**config.mk**
```make
export PLATFORM = sky130hd
export DESIGN_NAME = msl_driver
export DESIGN_NICKNAME = d
export VERILOG_FILES = /design/src/msl_pkg.sv /design/src/msl_driver.sv
export SDC_FILE = /design/constraint.sdc
export NUM_CORES = 1
export LEC_CHECK = 0
export ABC_CLOCK_PERIOD_IN_PS = 7200
export BUFFER_PORTS_ARGS = -buffer_cell sky130_fd_sc_hd__buf_2
export CAP_MARGIN = 10
export CORE_MARGIN = 2
export CORE_UTILIZATION = 33
export DETAILED_ROUTE_END_ITERATION = 16
export PLACE_DENSITY = 0.47
export SLEW_MARGIN = 10
export SYNTH_ARGS = -nofsm -noshare
export SYNTH_HDL_FRONTEND = slang
export SYNTH_SLANG_ARGS = --single-unit
```
**constraint.sdc**
```tcl
create_clock -name pclk -period 7.2 [get_ports pclk]
set_input_delay 0.72 -clock pclk [delete_from_list [all_inputs] [get_ports pclk]]
set_output_delay 0.72 -clock pclk [all_outputs]
set_load 0.02 [all_outputs]
```
**src/msl_pkg.sv**
```systemverilog
// Package for the module status indicator driver: constants, register map and carrier types.
// Contract
// - Operational: steady green, red off.
// - Standby: flash green, red off.
// - Recoverable or bad configuration: flash red.
// - Unrecoverable fault: steady red, green off.
// - Self-test: green, red, green until done.
// - Module test starts no later than network.
// - Network tests run in succession or together.
// - After self-test, show normal operating state.
package msl_pkg;

    // Clock rate and phase timing.
    localparam int unsigned CLK_HZ       = 25_000_000;             // System clock rate.
    localparam int unsigned PHASE_MS     = 250;                    // Each test phase, 0.25 s.
    localparam int unsigned PHASE_CYC    = CLK_HZ / 1000 * PHASE_MS; // Phase length in cycles.
    localparam int unsigned HALF_FLASH_MS  = 500;                  // Default flash half period.
    localparam int unsigned HALF_FLASH_CYC = CLK_HZ / 1000 * HALF_FLASH_MS; // In cycles.

    // Register byte offsets.
    localparam logic [11:0] OFF_CTRL   = 12'h000;  // Status and test control.
    localparam logic [11:0] OFF_STAT   = 12'h004;  // Indicator state readback.
    localparam logic [11:0] OFF_FLASH  = 12'h008;  // Flash half period in cycles.
    localparam logic [11:0] OFF_NET    = 12'h00c;  // Network test sequencing.

    // Control field positions.
    localparam int unsigned CTRL_OPER  = 0;        // Device operating correctly.
    localparam int unsigned CTRL_RECOV = 1;        // Recoverable fault or bad config.
    localparam int unsigned CTRL_UNREC = 2;        // Unrecoverable fault.
    localparam int unsigned CTRL_DONE  = 3;        // Power-up test completed.
    localparam int unsigned CTRL_START = 4;        // Write one to restart self-test.

    // Reset values.
    localparam logic [4:0]  CTRL_RST   = 5'h00;    // No status, test not done.
    localparam logic [31:0] FLASH_RST  = 32'(HALF_FLASH_CYC); // Default half period.
    localparam logic [1:0]  NET_RST    = 2'h0;     // Sequential order, network tests disabled.
    localparam int unsigned NET_MAX    = 4;        // Number of network indicators.

    // Displayed indicator state.
    typedef enum logic [2:0]
    {
        MSL_OFF,
        MSL_TEST_G1,
        MSL_TEST_R,
        MSL_TEST_G2,
        MSL_UNREC,
        MSL_RECOV,
        MSL_STANDBY,
        MSL_OPER
    } msl_state_t;

    // Colour drive pair.
    typedef struct packed
    {
        logic red;                                 // Red drive.
        logic green;                               // Green drive.
    } msl_led_t;

endpackage : msl_pkg

```
**src/msl_driver.sv**
```systemverilog
// Module status indicator driver with APB registers and network test sequencing.
`timescale 1ns/1ns
module msl_driver
#(
    parameter int unsigned PHASE_LEN = msl_pkg::PHASE_CYC // Cycles in each timed test phase.
)
(
    input  wire logic                      pclk,           // System clock, 25 MHz.
    input  wire logic                      presetn,        // Asynchronous reset, active low.
    input  wire logic                      psel,           // APB select.
    input  wire logic                      penable,        // APB access phase.
    input  wire logic                      pwrite,         // APB write.
    input  wire logic [11:0]               paddr,          // APB byte address.
    input  wire logic [31:0]               pwdata,         // APB write data.
    output logic                           pready,         // APB ready.
    output logic [31:0]                    prdata,         // APB read data.
    output logic                           pslverr,        // APB error.
    output msl_pkg::msl_led_t              module_status_indicator, // LED drives.
    output logic [msl_pkg::NET_MAX-1:0]    net_test_start  // Network test start pulses.
);
    import msl_pkg::*;

    logic [4:0]       ctrl_q;       // Control bits.
    logic [31:0]      flash_q;      // Flash half period.
    logic [1:0]       net_q;        // Bit0 simultaneous; bit1 enable net tests.
    msl_state_t       state_q;      // Displayed state.
    msl_state_t       state_d;      // Next displayed state.
    logic [31:0]      phase_cnt_q;  // Self-test phase counter.
    logic [31:0]      flash_cnt_q;  // Flash counter.
    logic             blink_q;      // Flash phase.
    logic [2:0]       net_idx_q;    // Next network test to start.
    logic             net_run_q;    // Network sequencing active.
    logic             acc;          // APB access cycle.
    logic             test_start;   // Self-test restart request.
    logic [31:0]      stat_word;    // Status readback.

    // Zero-wait slave: every access completes in its first access cycle.
    assign acc     = psel && penable;
    assign pready  = 1'b1;
    // A restart is seen in the access cycle of the control write that carries it.
    assign test_start = acc && pwrite && (paddr == OFF_CTRL) && pwdata[CTRL_START];

    // Unmapped addresses answer with an error and no effect.
    always_comb
    begin
        pslverr = acc && !(paddr == OFF_CTRL || paddr == OFF_STAT ||
                           paddr == OFF_FLASH || paddr == OFF_NET);
    end

    // Register writes; the start bit self-clears.
    always_ff @(posedge pclk or negedge presetn)
    begin
        if (!presetn)
        begin
            ctrl_q  <= CTRL_RST;
            flash_q <= FLASH_RST;
            net_q   <= NET_RST;
        end
        else if (acc && pwrite)
        begin
            // Plain field stores on matching offsets.
            if (paddr == OFF_CTRL)
                ctrl_q <= {1'b0, pwdata[3:0]};
            if (paddr == OFF_FLASH)
                // Zero is stored as one so that the flash counter cannot stall.
                flash_q <= (pwdata == 32'h0) ? 32'h1 : pwdata;
            if (paddr == OFF_NET)
                net_q <= pwdata[1:0];
        end
    end

    // Status word: state, blink phase and net progress.
    assign stat_word = {24'h0, net_run_q, net_idx_q, blink_q, state_q};

    // Read data registered at the access edge.
    always_ff @(posedge pclk or negedge presetn)
    begin
        if (!presetn)
            prdata <= 32'h0;
        else if (psel && !penable && !pwrite)
        begin
            // Capture in setup so data is valid during access.
            unique case (paddr)
                OFF_CTRL:  prdata <= {27'h0, ctrl_q};
                OFF_STAT:  prdata <= stat_word;
                OFF_FLASH: prdata <= flash_q;
                OFF_NET:   prdata <= {30'h0, net_q};
                default:   prdata <= 32'h0;
            endcase
        end
    end

    // Next state: test phases first, then priority of fault and status.
    always_comb
    begin
        state_d = state_q;
        if (test_start)
            state_d = MSL_TEST_G1;
        else
        begin
            unique case (state_q)
                MSL_OFF:     state_d = MSL_TEST_G1;
                MSL_TEST_G1:
                    if (phase_cnt_q == PHASE_LEN - 1) state_d = MSL_TEST_R;
                MSL_TEST_R:
                    if (phase_cnt_q == PHASE_LEN - 1) state_d = MSL_TEST_G2;
                MSL_TEST_G2, MSL_UNREC, MSL_RECOV, MSL_STANDBY, MSL_OPER:
                begin
                    // Self-test green holds until done; then normal state.
                    if (state_q == MSL_TEST_G2 && !ctrl_q[CTRL_DONE])
                        state_d = MSL_TEST_G2;
                    else if (ctrl_q[CTRL_UNREC])
                        state_d = MSL_UNREC;
                    else if (ctrl_q[CTRL_RECOV])
                        state_d = MSL_RECOV;
                    else if (!ctrl_q[CTRL_OPER])
                        state_d = MSL_STANDBY;
                    else
                        state_d = MSL_OPER;
                end
            endcase
        end
    end

    // State register and phase counter.
    always_ff @(posedge pclk or negedge presetn)
    begin
        if (!presetn)
        begin
            state_q     <= MSL_OFF;
            phase_cnt_q <= 32'h0;
        end
        else
        begin
            state_q <= state_d;
            // Counter restarts on every state change, and on a restart request so that
            // a restart inside the first phase still gives that phase its full length.
            if (state_d != state_q || test_start)
                phase_cnt_q <= 32'h0;
            else
                phase_cnt_q <= phase_cnt_q + 32'h1;
        end
    end

    // Free-running flash generator with configurable half period.
    always_ff @(posedge pclk or negedge presetn)
    begin
        if (!presetn)
        begin
            flash_cnt_q <= 32'h0;
            blink_q     <= 1'b1;
        end
        // Compared with at-least, so that a shorter new period takes effect at once.
        else if (flash_cnt_q >= flash_q - 32'h1)
        begin
            flash_cnt_q <= 32'h0;
            blink_q     <= !blink_q;
        end
        else
            flash_cnt_q <= flash_cnt_q + 32'h1;
    end

    // Colour drives from the displayed state.
    always_ff @(posedge pclk or negedge presetn)
    begin
        if (!presetn)
            module_status_indicator <= '0;
        else
        begin
            unique case (state_d)
                MSL_OFF:     module_status_indicator <= '0;
                MSL_TEST_G1: module_status_indicator <= '{red: 1'b0, green: 1'b1};
                MSL_TEST_R:  module_status_indicator <= '{red: 1'b1, green: 1'b0};
                MSL_TEST_G2: module_status_indicator <= '{red: 1'b0, green: 1'b1};
                MSL_UNREC:   module_status_indicator <= '{red: 1'b1, green: 1'b0};
                MSL_RECOV:   module_status_indicator <= '{red: blink_q, green: 1'b0};
                MSL_STANDBY: module_status_indicator <= '{red: 1'b0, green: blink_q};
                MSL_OPER:    module_status_indicator <= '{red: 1'b0, green: 1'b1};
            endcase
        end
    end

    // Network tests start only once the module test has begun.
    always_ff @(posedge pclk or negedge presetn)
    begin
        if (!presetn)
        begin
            net_idx_q      <= 3'h0;
            net_run_q      <= 1'b0;
            net_test_start <= '0;
        end
        else
        begin
            net_test_start <= '0;
            // A restart while the first phase runs begins the sequence again as well.
            if ((state_d == MSL_TEST_G1 && state_q != MSL_TEST_G1) || test_start)
            begin
                // Module test begins this edge; network follows, never before.
                net_run_q <= net_q[1];
                net_idx_q <= 3'h0;
            end
            else if (net_run_q)
            begin
                if (net_q[0])
                begin
                    // All network tests launched together.
                    net_test_start <= '1;
                    net_run_q      <= 1'b0;
                end
                else if (phase_cnt_q == 32'h0 || net_idx_q == 3'h0)
                begin
                    // One indicator per module-test phase boundary.
                    net_test_start[net_idx_q[1:0]] <= 1'b1;
                    net_idx_q <= net_idx_q + 3'h1;
                    if (net_idx_q == 3'(NET_MAX - 1))
                        net_run_q <= 1'b0;
                end
            end
        end
    end

endmodule : msl_driver

```
==> results.py, run 1 <==
metrics = {
    "sta": {
        "timing.fmax_mhz": 245,
        "finalCriticalPeriod_ps": 4090,
        "min_period_over_period_pct": 56.8,
        "final_hold_viol_count": 0,
        "tightest_slew_ps": 988,
        "skew_ps": 18.8,
        "max_slew_margin_pct": 33.6,
        "slew_violations": 0,
        "rsz0062_at_grt": "no",
        "finalSetupTns_ps": 0,
        "setup_viol": 0,
    },
    "floorplanning": {
        "die_w_um": 162,
        "row_count": 57,
        "core-area_um2": 24400,
        "ioPinCount": 89,
        "start_util_pct": 33.7,
        "die_h_um": 162,
        "die-area_um2": 26200,
    },
    "worst_setup_path": {
        "reg2reg_depth": 12,
        "timing.rr.start": "flash_q[7]",
        "crit_buf_inv": 2,
        "start_kind": "flip-flop",
        "crit_path_frequent_cell": "nand4_1",
        "path_class": "flip-flop to flip-flop",
        "r2r_end": "flash_cnt_q[6]",
        "path_cells": "nor4_1 > nand4_1 > nor2_1 > nand3b_1 > xor2_1 > ha_1 > nand4_1 > inv_1 > a221oi_1 > o31ai_4 > buf_4 > nor3_1",
        "cp_max_fo": 32,
        "crit_arrival_ps": 4420,
        "slowest_delay_ps": 600,
        "slowest_stage": "a221oi_1",
        "worstSetupEndpointType": "flip-flop",
        "ff2ff_setup_slack_ps": 3110,
        "worstPathRequired_ps": 7530,
        "critPathTopFamily": "simple AND/OR/NAND/NOR gates",
    },
    "cells_and_area": {
        "drive_above_1_share_pct": 21.7,
        "final_util_pct": 39.3,
        "insertedDiodeCount": 0,
        "seqCellArea_um2": 3720,
        "fin_nets": 969,
        "fillerInstances": 2472,
        "multiInputGateArea_um2": 4280,
        "area_growth_pct": 16.7,
    },
    "logic_synthesis": {
        "ys_warn_count": 0,
        "synth_nets": 893,
        "syn_area_per_cell_um2": 10.2,
        "synthCells": 803,
        "synth_edf_count": 0,
        "synth-async-reset-ratio_pct": 100,
        "yosysUniqueCellTypes": 58,
        "seq_area_frac_synth_pct": 45.3,
        "ys_ff_latch": 148,
        "ys.flop_type": "dfrtp_1",
        "synth_area_um2": 8220,
    },
    "cts": {
        "postCtsHoldBufs": 0,
        "cts.sink_count": 148,
        "htreeDepth": 4,
        "postCtsResizedCells": 0,
        "cts_tree": "built",
        "root_buffer": "clkbuf_16",
        "cts_setup_buffers": 0,
        "clock_latency_ps": 440,
        "cts.path.max_buffers": 2,
        "cts_buffers": 17,
        "cts.clk_slew.worst_paths_ps": 70,
    },
    "pwr": {
        "p_clk_share_pct": 45.1,
        "peakVddDrop_mv": 0.147,
        "p_sw_w": 0.000597,
        "swShare_pct": 28.8,
        "total_leakage_power_nw": 4.30,
        "seqPwrFrac_pct": 43.7,
        "powerDensity_nw_per_um2": 217,
        "combinationalPowerShare_pct": 11.1,
        "p_int_w": 0.00148,
    },
    "run_status": {
        "outcome": "finished clean",
    },
    "drt": {
        "wl_per_cell_um": 17.3,
        "viasPerCell": 5.20,
        "first_iter_violations": 378,
        "dr.pass1.iters": 5,
        "totalWireLength_mm": 21.1,
        "ant_nets": 0,
        "drc": 0,
        "vias": 6327,
    },
    "job": {
        "cap_violations": 0,
    },
    "global_routing": {
        "grt_max_degree": 93,
        "grt_pass1_vias": 6448,
        "gr-usage-all-layers_pct": 16.8,
        "overflow": 0,
        "grt_first_pass_wirelength_mm": 35.2,
        "antenna_found_initial": 0,
    },
    "placed_design": {
        "portBuffers": 87,
        "globalplace.congestion": 0.802,
        "hpwl_mm": 14.8,
    },
    "hold_path": {
        "min_path_type": "input pin to async pin",
    },
}
## power by group through the flow
stage | sequential, W | clock [W] | combinational (W)
6_report | 0.000909 | 0.000937 | 0.000231
5_1_grt | 0.000917 | 0.000997 | 0.000260
4_1_cts | 0.000911 | 0.000960 | 0.000235
3_5_place_dp | 0.000926 | 0 | 0.000235
3_3_place_gp | 0.000925 | 0 | 0.000233
2_1_floorplan | 0.000915 | 0 | 0.000143
## final cells by class
type                            instances  share of cell area [%]
Clock buffer                           17                    4.44
Sequential cell                       148                    38.8
Inverter                               19                   0.744
Clock inverter                         15                    1.89
Tap cell                              324                    4.23
Multi-Input combinational cell        597                    44.6
Timing Repair Buffer                   96                    5.31
## worst max-delay path by stage
stage                     startpoint         endpoint  slack, ps  depth (start not counted)
after floorplan           flash_q[5]   flash_cnt_q[2]       3790                         12
after CTS                 flash_q[7]   flash_cnt_q[6]       3060                         12
after global placement    flash_q[7]   flash_cnt_q[7]       3330                         12
after detailed placement  flash_q[7]   flash_cnt_q[6]       3080                         12
final                     flash_q[7]   flash_cnt_q[6]       3110                         12
after global routing      flash_q[7]  flash_cnt_q[14]       2630                         12
## through the flow
step / total power (W) / cell area (µm²) / worst slack (ps) / hold slack [ps] / std cells
after floorplan: 0.00106 / 8220 / 3790 / 424 / 803
after global placement: 0.00116 / 8980 / 3330 / 463 / 1184
after detailed placement: 0.00116 / 8980 / 3080 / 461 / 1184
after CTS: 0.00211 / 9580 / 3060 / 392 / 1216
after global routing: 0.00217 / 9590 / 2630 / 414 / 1216
final: 0.00208 / 9590 / 3110 / 349 / 1216
## Yosys cell counts (3+ instances only)
cell | count | area (µm²)
buf_6 | 3 | 33.8
mux2i_1 | 3 | 30.0
buf_2 | 6 | 30.0
nand4_1 | 24 | 150
inv_1 | 19 | 71.3
dfrtp_1 | 135 | 3380
nor3_1 | 81 | 405
mux2_2 | 36 | 405
and4_1 | 10 | 87.6
a22oi_1 | 4 | 30.0
nand2_1 | 44 | 165
a21o_1 | 4 | 30.0
xor2_1 | 36 | 315
a21oi_1 | 20 | 100
a31oi_1 | 4 | 25.0
o21ai_0 | 11 | 55.1
nor4_1 | 34 | 213
or3_1 | 4 | 25.0
nor2b_1 | 5 | 31.3
dfstp_2 | 13 | 342
and3_1 | 13 | 81.3
and2_1 | 7 | 43.8
nand3_1 | 36 | 180
buf_4 | 4 | 30.0
nor3_2 | 3 | 30.0
a22o_1 | 25 | 219
nor2_1 | 47 | 176
o31ai_1 | 8 | 60.1
a211oi_1 | 3 | 22.5
clkbuf_1 | 24 | 90.1
xnor2_1 | 55 | 482
nand2b_1 | 6 | 37.5
ha_1 | 41 | 513
## metal layers
metal / vias up / share of wire [%] / track usage, % / wire (µm)
li1: 3103 / - / - / -
met1: 3097 / 47 / 22.8 / 9810
met2: 108 / 49 / 27.5 / 10300
met3: 19 / 3.2 / 3.27 / 684
met4: 0 / 1.1 / 4.87 / 233
met5: - / 0 / 0 / 0
## cell usage in the layout (no fill, tap or decap), types with 3 or more instances in the layout
cell type,synthesis,layout
nor2_1,47,47
a31oi_1,4,3
inv_8,0,4
o21ai_0,11,11
a22o_1,25,25
nor3_2,3,4
and3_1,13,13
nand2b_1,6,6
inv_6,0,6
and2_1,7,7
dfstp_2,13,13
xor2_1,36,36
buf_2,6,86
a22oi_1,4,4
dfrtp_1,135,135
inv_1,19,19
mux2i_1,3,3
xnor2_1,55,55
nand4_1,24,24
and4_1,10,10
mux2_2,36,36
nor2b_1,5,5
o31ai_1,8,7
clkbuf_16,0,17
a21o_1,4,4
nand2_1,44,44
a211oi_1,3,3
buf_4,4,9
nor4_1,34,34
nor3_1,81,79
or3_1,4,4
ha_1,41,41
a21oi_1,20,20
nand3_1,36,36
## cells by family (layout without fill, tap and decap cells)
logic type / Yosys count / after routing / synth area share [%]
XOR/XNOR: 91 / 91 / 9.70
flip-flops: 148 / 148 / 45.3
AO/OA/AOI/OAI: 98 / 98 / 8.75
multiplexers: 41 / 41 / 5.85
adder cells (fa/ha/maj): 41 / 41 / 6.24
AND/OR/NAND/NOR: 325 / 325 / 21.0
buffers and inverters: 58 / 147 / 3.20
other: 1 / 1 / 0.0456
## registers in the layout (all words and copies together), names as in the netlist
register                 count
blink_q                      1
ctrl_q                       4
flash_cnt_q                 32
flash_q                     32
module_status_indicator      2
net_idx_q                    3
net_q                        2
net_run_q                    1
net_test_start               4
phase_cnt_q                 32
prdata                      32
state_q                      3
(Power assumes the default switching activity.)
==> run 2: changes to the inputs <==
--- a/config.mk
+++ b/config.mk
@@ -5,7 +5,7 @@
 export SDC_FILE = /design/constraint.sdc
 export NUM_CORES = 1
 export LEC_CHECK = 0
-export ABC_CLOCK_PERIOD_IN_PS = 7200
+export ABC_CLOCK_PERIOD_IN_PS = 4200
 export BUFFER_PORTS_ARGS = -buffer_cell sky130_fd_sc_hd__buf_2
 export CAP_MARGIN = 10
 export CORE_MARGIN = 2
==> constraint.sdc (replaced) <==
create_clock -name pclk -period 4.2 [get_ports pclk]
set_input_delay 0.42 -clock pclk [delete_from_list [all_inputs] [get_ports pclk]]
set_output_delay 0.42 -clock pclk [all_outputs]
set_load 0.02 [all_outputs]
==> results.py, run 2 (synthesis gave the netlist of run 1 again) <==
metrics = {
    "worst_setup_path": {
        "cp_max_fo": 32,
        "critPathTopFamily": "simple AND/OR/NAND/NOR gates",
        "slowest_delay_ps": 630,
        "path_class": "flip-flop to flip-flop",
        "start_kind": "flip-flop",
        "slowest_stage": "a221oi_1",
        "worstSetupEndpointType": "flip-flop",
        "crit_arrival_ps": 4100,
        "crit_buf_inv": 2,
        "worstPathRequired_ps": 4540,
        "path_cells": "nor4_1 > nand4_1 > buf_4 > nor4_1 > xnor2_1 > ha_1 > a21oi_1 > o21ai_0 > a221oi_1 > o31ai_4 > buf_4 > nor3_1",
    },
    "drt": {
        "vias": 6294,
        "wl_per_cell_um": 17.2,
        "ant_nets": 0,
        "totalWireLength_mm": 21.1,
        "dr.pass1.iters": 4,
        "drc": 0,
        "viasPerCell": 5.14,
        "first_iter_violations": 326,
    },
    "placed_design": {
        "portBuffers": 87,
        "hpwl_mm": 14.8,
        "globalplace.congestion": 0.789,
    },
    "global_routing": {
        "grt_pass1_vias": 6607,
        "overflow": 0,
        "grt_max_degree": 93,
        "antenna_found_initial": 0,
        "gr-usage-all-layers_pct": 16.9,
        "grt_first_pass_wirelength_mm": 35.2,
    },
    "pwr": {
        "p_sw_w": 0.00103,
        "total_leakage_power_nw": 4.33,
        "seqPwrFrac_pct": 44.4,
        "combinationalPowerShare_pct": 11.4,
        "swShare_pct": 29.3,
        "peakVddDrop_mv": 0.213,
        "p_clk_share_pct": 44.1,
        "p_int_w": 0.00248,
        "powerDensity_nw_per_um2": 365,
    },
    "sta": {
        "finalSetupTns_ps": 0,
        "hold_ws_ps": 64.0,
        "rsz0062_at_grt": "no",
        "timing.fmax_mhz": 266,
        "slew_violations": 0,
        "max_slew_margin_pct": 29.2,
        "final_hold_viol_count": 0,
        "finalCriticalPeriod_ps": 3760,
        "min_period_over_period_pct": 89.5,
        "tightest_slew_ps": 1050,
        "skew_ps": 16.0,
        "setup_viol": 0,
    },
    "cts": {
        "cts.sink_count": 148,
        "clock_latency_ps": 440,
        "htreeDepth": 4,
        "postCtsResizedCells": 0,
        "cts.clk_slew.worst_paths_ps": 80,
        "postCtsHoldBufs": 0,
        "cts_buffers": 17,
        "root_buffer": "clkbuf_16",
        "cts_tree": "built",
        "cts_setup_buffers": 0,
        "cts.path.max_buffers": 2,
    },
    "floorplanning": {
        "die-area_um2": 26200,
        "ioPinCount": 89,
        "row_count": 57,
        "start_util_pct": 33.7,
        "die_w_um": 162,
        "die_h_um": 162,
        "core-area_um2": 24400,
    },
    "cells_and_area": {
        "fillerInstances": 2465,
        "final_cell_mix": "dfrtp_1 (135), buf_2 (86), nor3_1 (79), xnor2_1 (55), nor2_1 (47)",
        "insertedDiodeCount": 0,
        "fin_nets": 977,
        "final_common_cell": "dfrtp_1",
        "area_growth_pct": 17.1,
        "drive_above_1_share_pct": 22.3,
    },
    "run_status": {
        "outcome": "finished clean",
    },
    "job": {
        "cap_violations": 0,
    },
    "hold_path": {
        "min_path_type": "input pin to async pin",
    },
}
==> run 2: stage by stage <==
step / util, % / setup WS [ps] / total power, W / instances / instance area, µm²
finish: 39.4 / 442 / 0.00351 / 1224 / 9620
global route: 39.4 / 7.33 / 0.00367 / 1224 / 9620
CTS: 39.3 / 238 / 0.00356 / 1220 / 9590
detailed placement: 36.9 / 261 / 0.00199 / 1188 / 9010
global placement: 36.9 / 330 / 0.00199 / 1188 / 9010
floorplan: - / 790 / 0.00181 / 803 / 8220
==> run 2: final timing paths <==
kind,start,endpoint,slack (ps),cells past startpoint
hold / removal,presetn,phase_cnt_q[4],60,1
setup / recovery,flash_q[7],flash_cnt_q[10],440,12
min in group pclk,pwdata[28],flash_q[28],240,2
hold reg to reg,prdata[6],prdata[6],470,2
max in group asynchronous,presetn,flash_q[10],3130,2
setup reg to reg,flash_q[7],flash_cnt_q[10],440,12
==> run 2: final cells by class <==
cell class | count | area (µm²) | share of cell area [%]
Timing Repair Buffer | 104 | 569 | 5.92
Clock buffer | 17 | 425 | 4.42
Sequential cell | 148 | 3720 | 38.7
Multi-Input combinational cell | 597 | 4270 | 44.4
Clock inverter | 15 | 159 | 1.65
Tap cell | 324 | 405 | 4.21
Inverter | 19 | 71.3 | 0.741
==> run 2: metal layers <==
layer	wire length, µm	vias to the layer above	track usage, %
met5	0	-	0
met4	208	0	3.66
met3	663	15	3.68
met2	10600	94	29.2
met1	9650	3063	21.7
li1	-	3122	-
==> run 2: power by group through the flow <==
stage	Clock (W)	Sequential, W	Combinational [W]
6_report	0.00155	0.00156	0.000401
5_1_grt	0.00165	0.00157	0.000457
4_1_cts	0.00159	0.00156	0.000408
3_5_place_dp	0	0.00159	0.000406
3_3_place_gp	0	0.00159	0.000404
2_1_floorplan	0	0.00157	0.000245
==> run 3: changes to the inputs <==
--- a/config.mk
+++ b/config.mk
@@ -12,6 +12,7 @@
 export CORE_UTILIZATION = 33
 export DETAILED_ROUTE_END_ITERATION = 16
 export PLACE_DENSITY = 0.47
+export REMOVE_ABC_BUFFERS = 1
 export SLEW_MARGIN = 10
 export SYNTH_ARGS = -nofsm -noshare
 export SYNTH_HDL_FRONTEND = slang
==> results.py, run 3 (synthesis gave the netlist of run 1 again) <==
metrics = {
    "cts": {
        "cts_tree": "built",
        "root_buffer": "clkbuf_16",
        "cts.sink_count": 148,
        "cts.path.max_buffers": 2,
        "cts_buffers": 17,
        "clock_latency_ps": 430,
        "cts.clk_slew.worst_paths_ps": 70,
        "postCtsHoldBufs": 0,
        "cts_setup_buffers": 0,
        "postCtsResizedCells": 0,
        "htreeDepth": 4,
    },
    "worst_setup_path": {
        "cp_max_fo": 27,
        "start_kind": "flip-flop",
        "slowest_stage": "nor4_2",
        "path_class": "flip-flop to flip-flop",
        "crit_arrival_ps": 4130,
        "crit_path_frequent_cell": "nand4_1",
        "slowest_delay_ps": 470,
        "crit_buf_inv": 2,
        "worstPathRequired_ps": 4490,
        "critPathTopFamily": "simple AND/OR/NAND/NOR gates",
        "worstSetupEndpointType": "flip-flop",
        "path_cells": "nor4_2 > nand4_1 > nor2_1 > nand3b_1 > xor2_1 > ha_1 > nand4_1 > nor4_1 > inv_1 > a31oi_2 > buf_12 > nor3_1",
    },
    "drt": {
        "totalWireLength_mm": 21.7,
        "vias": 6238,
        "dr.pass1.iters": 4,
        "wl_per_cell_um": 17.8,
        "viasPerCell": 5.12,
        "drc": 0,
        "first_iter_violations": 337,
        "ant_nets": 0,
    },
    "sta": {
        "max_slew_margin_pct": 33.5,
        "slew_violations": 0,
        "final_hold_viol_count": 0,
        "finalCriticalPeriod_ps": 3840,
        "min_period_over_period_pct": 91.4,
        "setup_viol": 0,
        "timing.fmax_mhz": 260,
        "tightest_slew_ps": 997,
        "skew_ps": 10.5,
        "finalSetupTns_ps": 0,
        "rsz0062_at_grt": "no",
    },
    "pwr": {
        "total_power_w": 0.00344,
        "total_leakage_power_nw": 4.29,
        "powerDensity_nw_per_um2": 360,
        "peakVddDrop_mv": 0.248,
    },
    "floorplanning": {
        "row_count": 57,
        "ioPinCount": 89,
        "core-area_um2": 24400,
        "die_h_um": 162,
        "start_util_pct": 33.7,
        "die_w_um": 162,
        "die-area_um2": 26200,
    },
    "placed_design": {
        "globalplace.congestion": 0.778,
        "place_area_um2": 9000,
        "hpwl_mm": 15.1,
        "portBuffers": 87,
    },
    "global_routing": {
        "grt_first_pass_wirelength_mm": 35.0,
        "grt_max_degree": 104,
        "antenna_found_initial": 0,
        "overflow": 0,
        "gr-usage-all-layers_pct": 17.1,
        "grt_pass1_vias": 6221,
    },
    "cells_and_area": {
        "fin_area_um2": 9580,
        "area_growth_pct": 16.5,
        "fin_nets": 972,
        "insertedDiodeCount": 0,
        "fillerInstances": 2482,
        "final_common_cell": "dfrtp_1",
        "final_cell_mix": "dfrtp_1 (135), buf_2 (86), nor3_1 (80), xnor2_1 (55), nor2_1 (47)",
        "drive_above_1_share_pct": 22.0,
        "final_util_pct": 39.3,
    },
    "job": {
        "cap_violations": 0,
    },
    "run_status": {
        "outcome": "finished clean",
    },
    "hold_path": {
        "min_path_type": "input pin to async pin",
    },
}
-- run 3: per-layer routing --
layer  GRT usage, %  vias up  routed length [µm]
li1               -     3102                   -
met1           23.7     3070               10600
met2           27.4       53               10400
met3           3.12       13                 497
met4           5.15        0                 226
met5              0        -                   0
-- run 3: worst paths after layout --
path | cells after the start | to | slack (ps) | start
setup / recovery | 12 | flash_cnt_q[12] | 360 | flash_q[8]
hold / removal | 1 | prdata[10] | 140 | presetn
setup reg to reg | 12 | flash_cnt_q[12] | 360 | flash_q[8]
hold reg to reg | 2 | prdata[2] | 480 | prdata[2]
max in group asynchronous | 2 | flash_q[19] | 3080 | presetn
min in group pclk | 2 | flash_q[22] | 240 | pwdata[22]
-- run 3: final cells by class --
class                   count  area, µm²  share of cell area (%)
multi-input cells         597       4290                    44.8
flip-flops and latches    148       3720                    38.8
repair buffers             99        542                    5.66
clock buffers              18        429                    4.48
well taps                 324        405                    4.23
clock inverters            14        123                    1.28
inverters                  19       71.3                   0.745
-- run 3: power by group --
part | switching, W | internal, W | total [W]
combinational | 0.000260 | 0.000166 | 0.000425
clock | 0.000681 | 0.000774 | 0.00145
sequential | 0.0000762 | 0.00149 | 0.00156
-- run 3: through the flow --
step                hold WS [ps]  cells  setup WS (ps)
floorplan                    124    764           -226
global placement             460   1186            113
detailed placement           460   1186            148
CTS                          170   1218            120
global route                 216   1219           26.9
finish                       141   1219            360
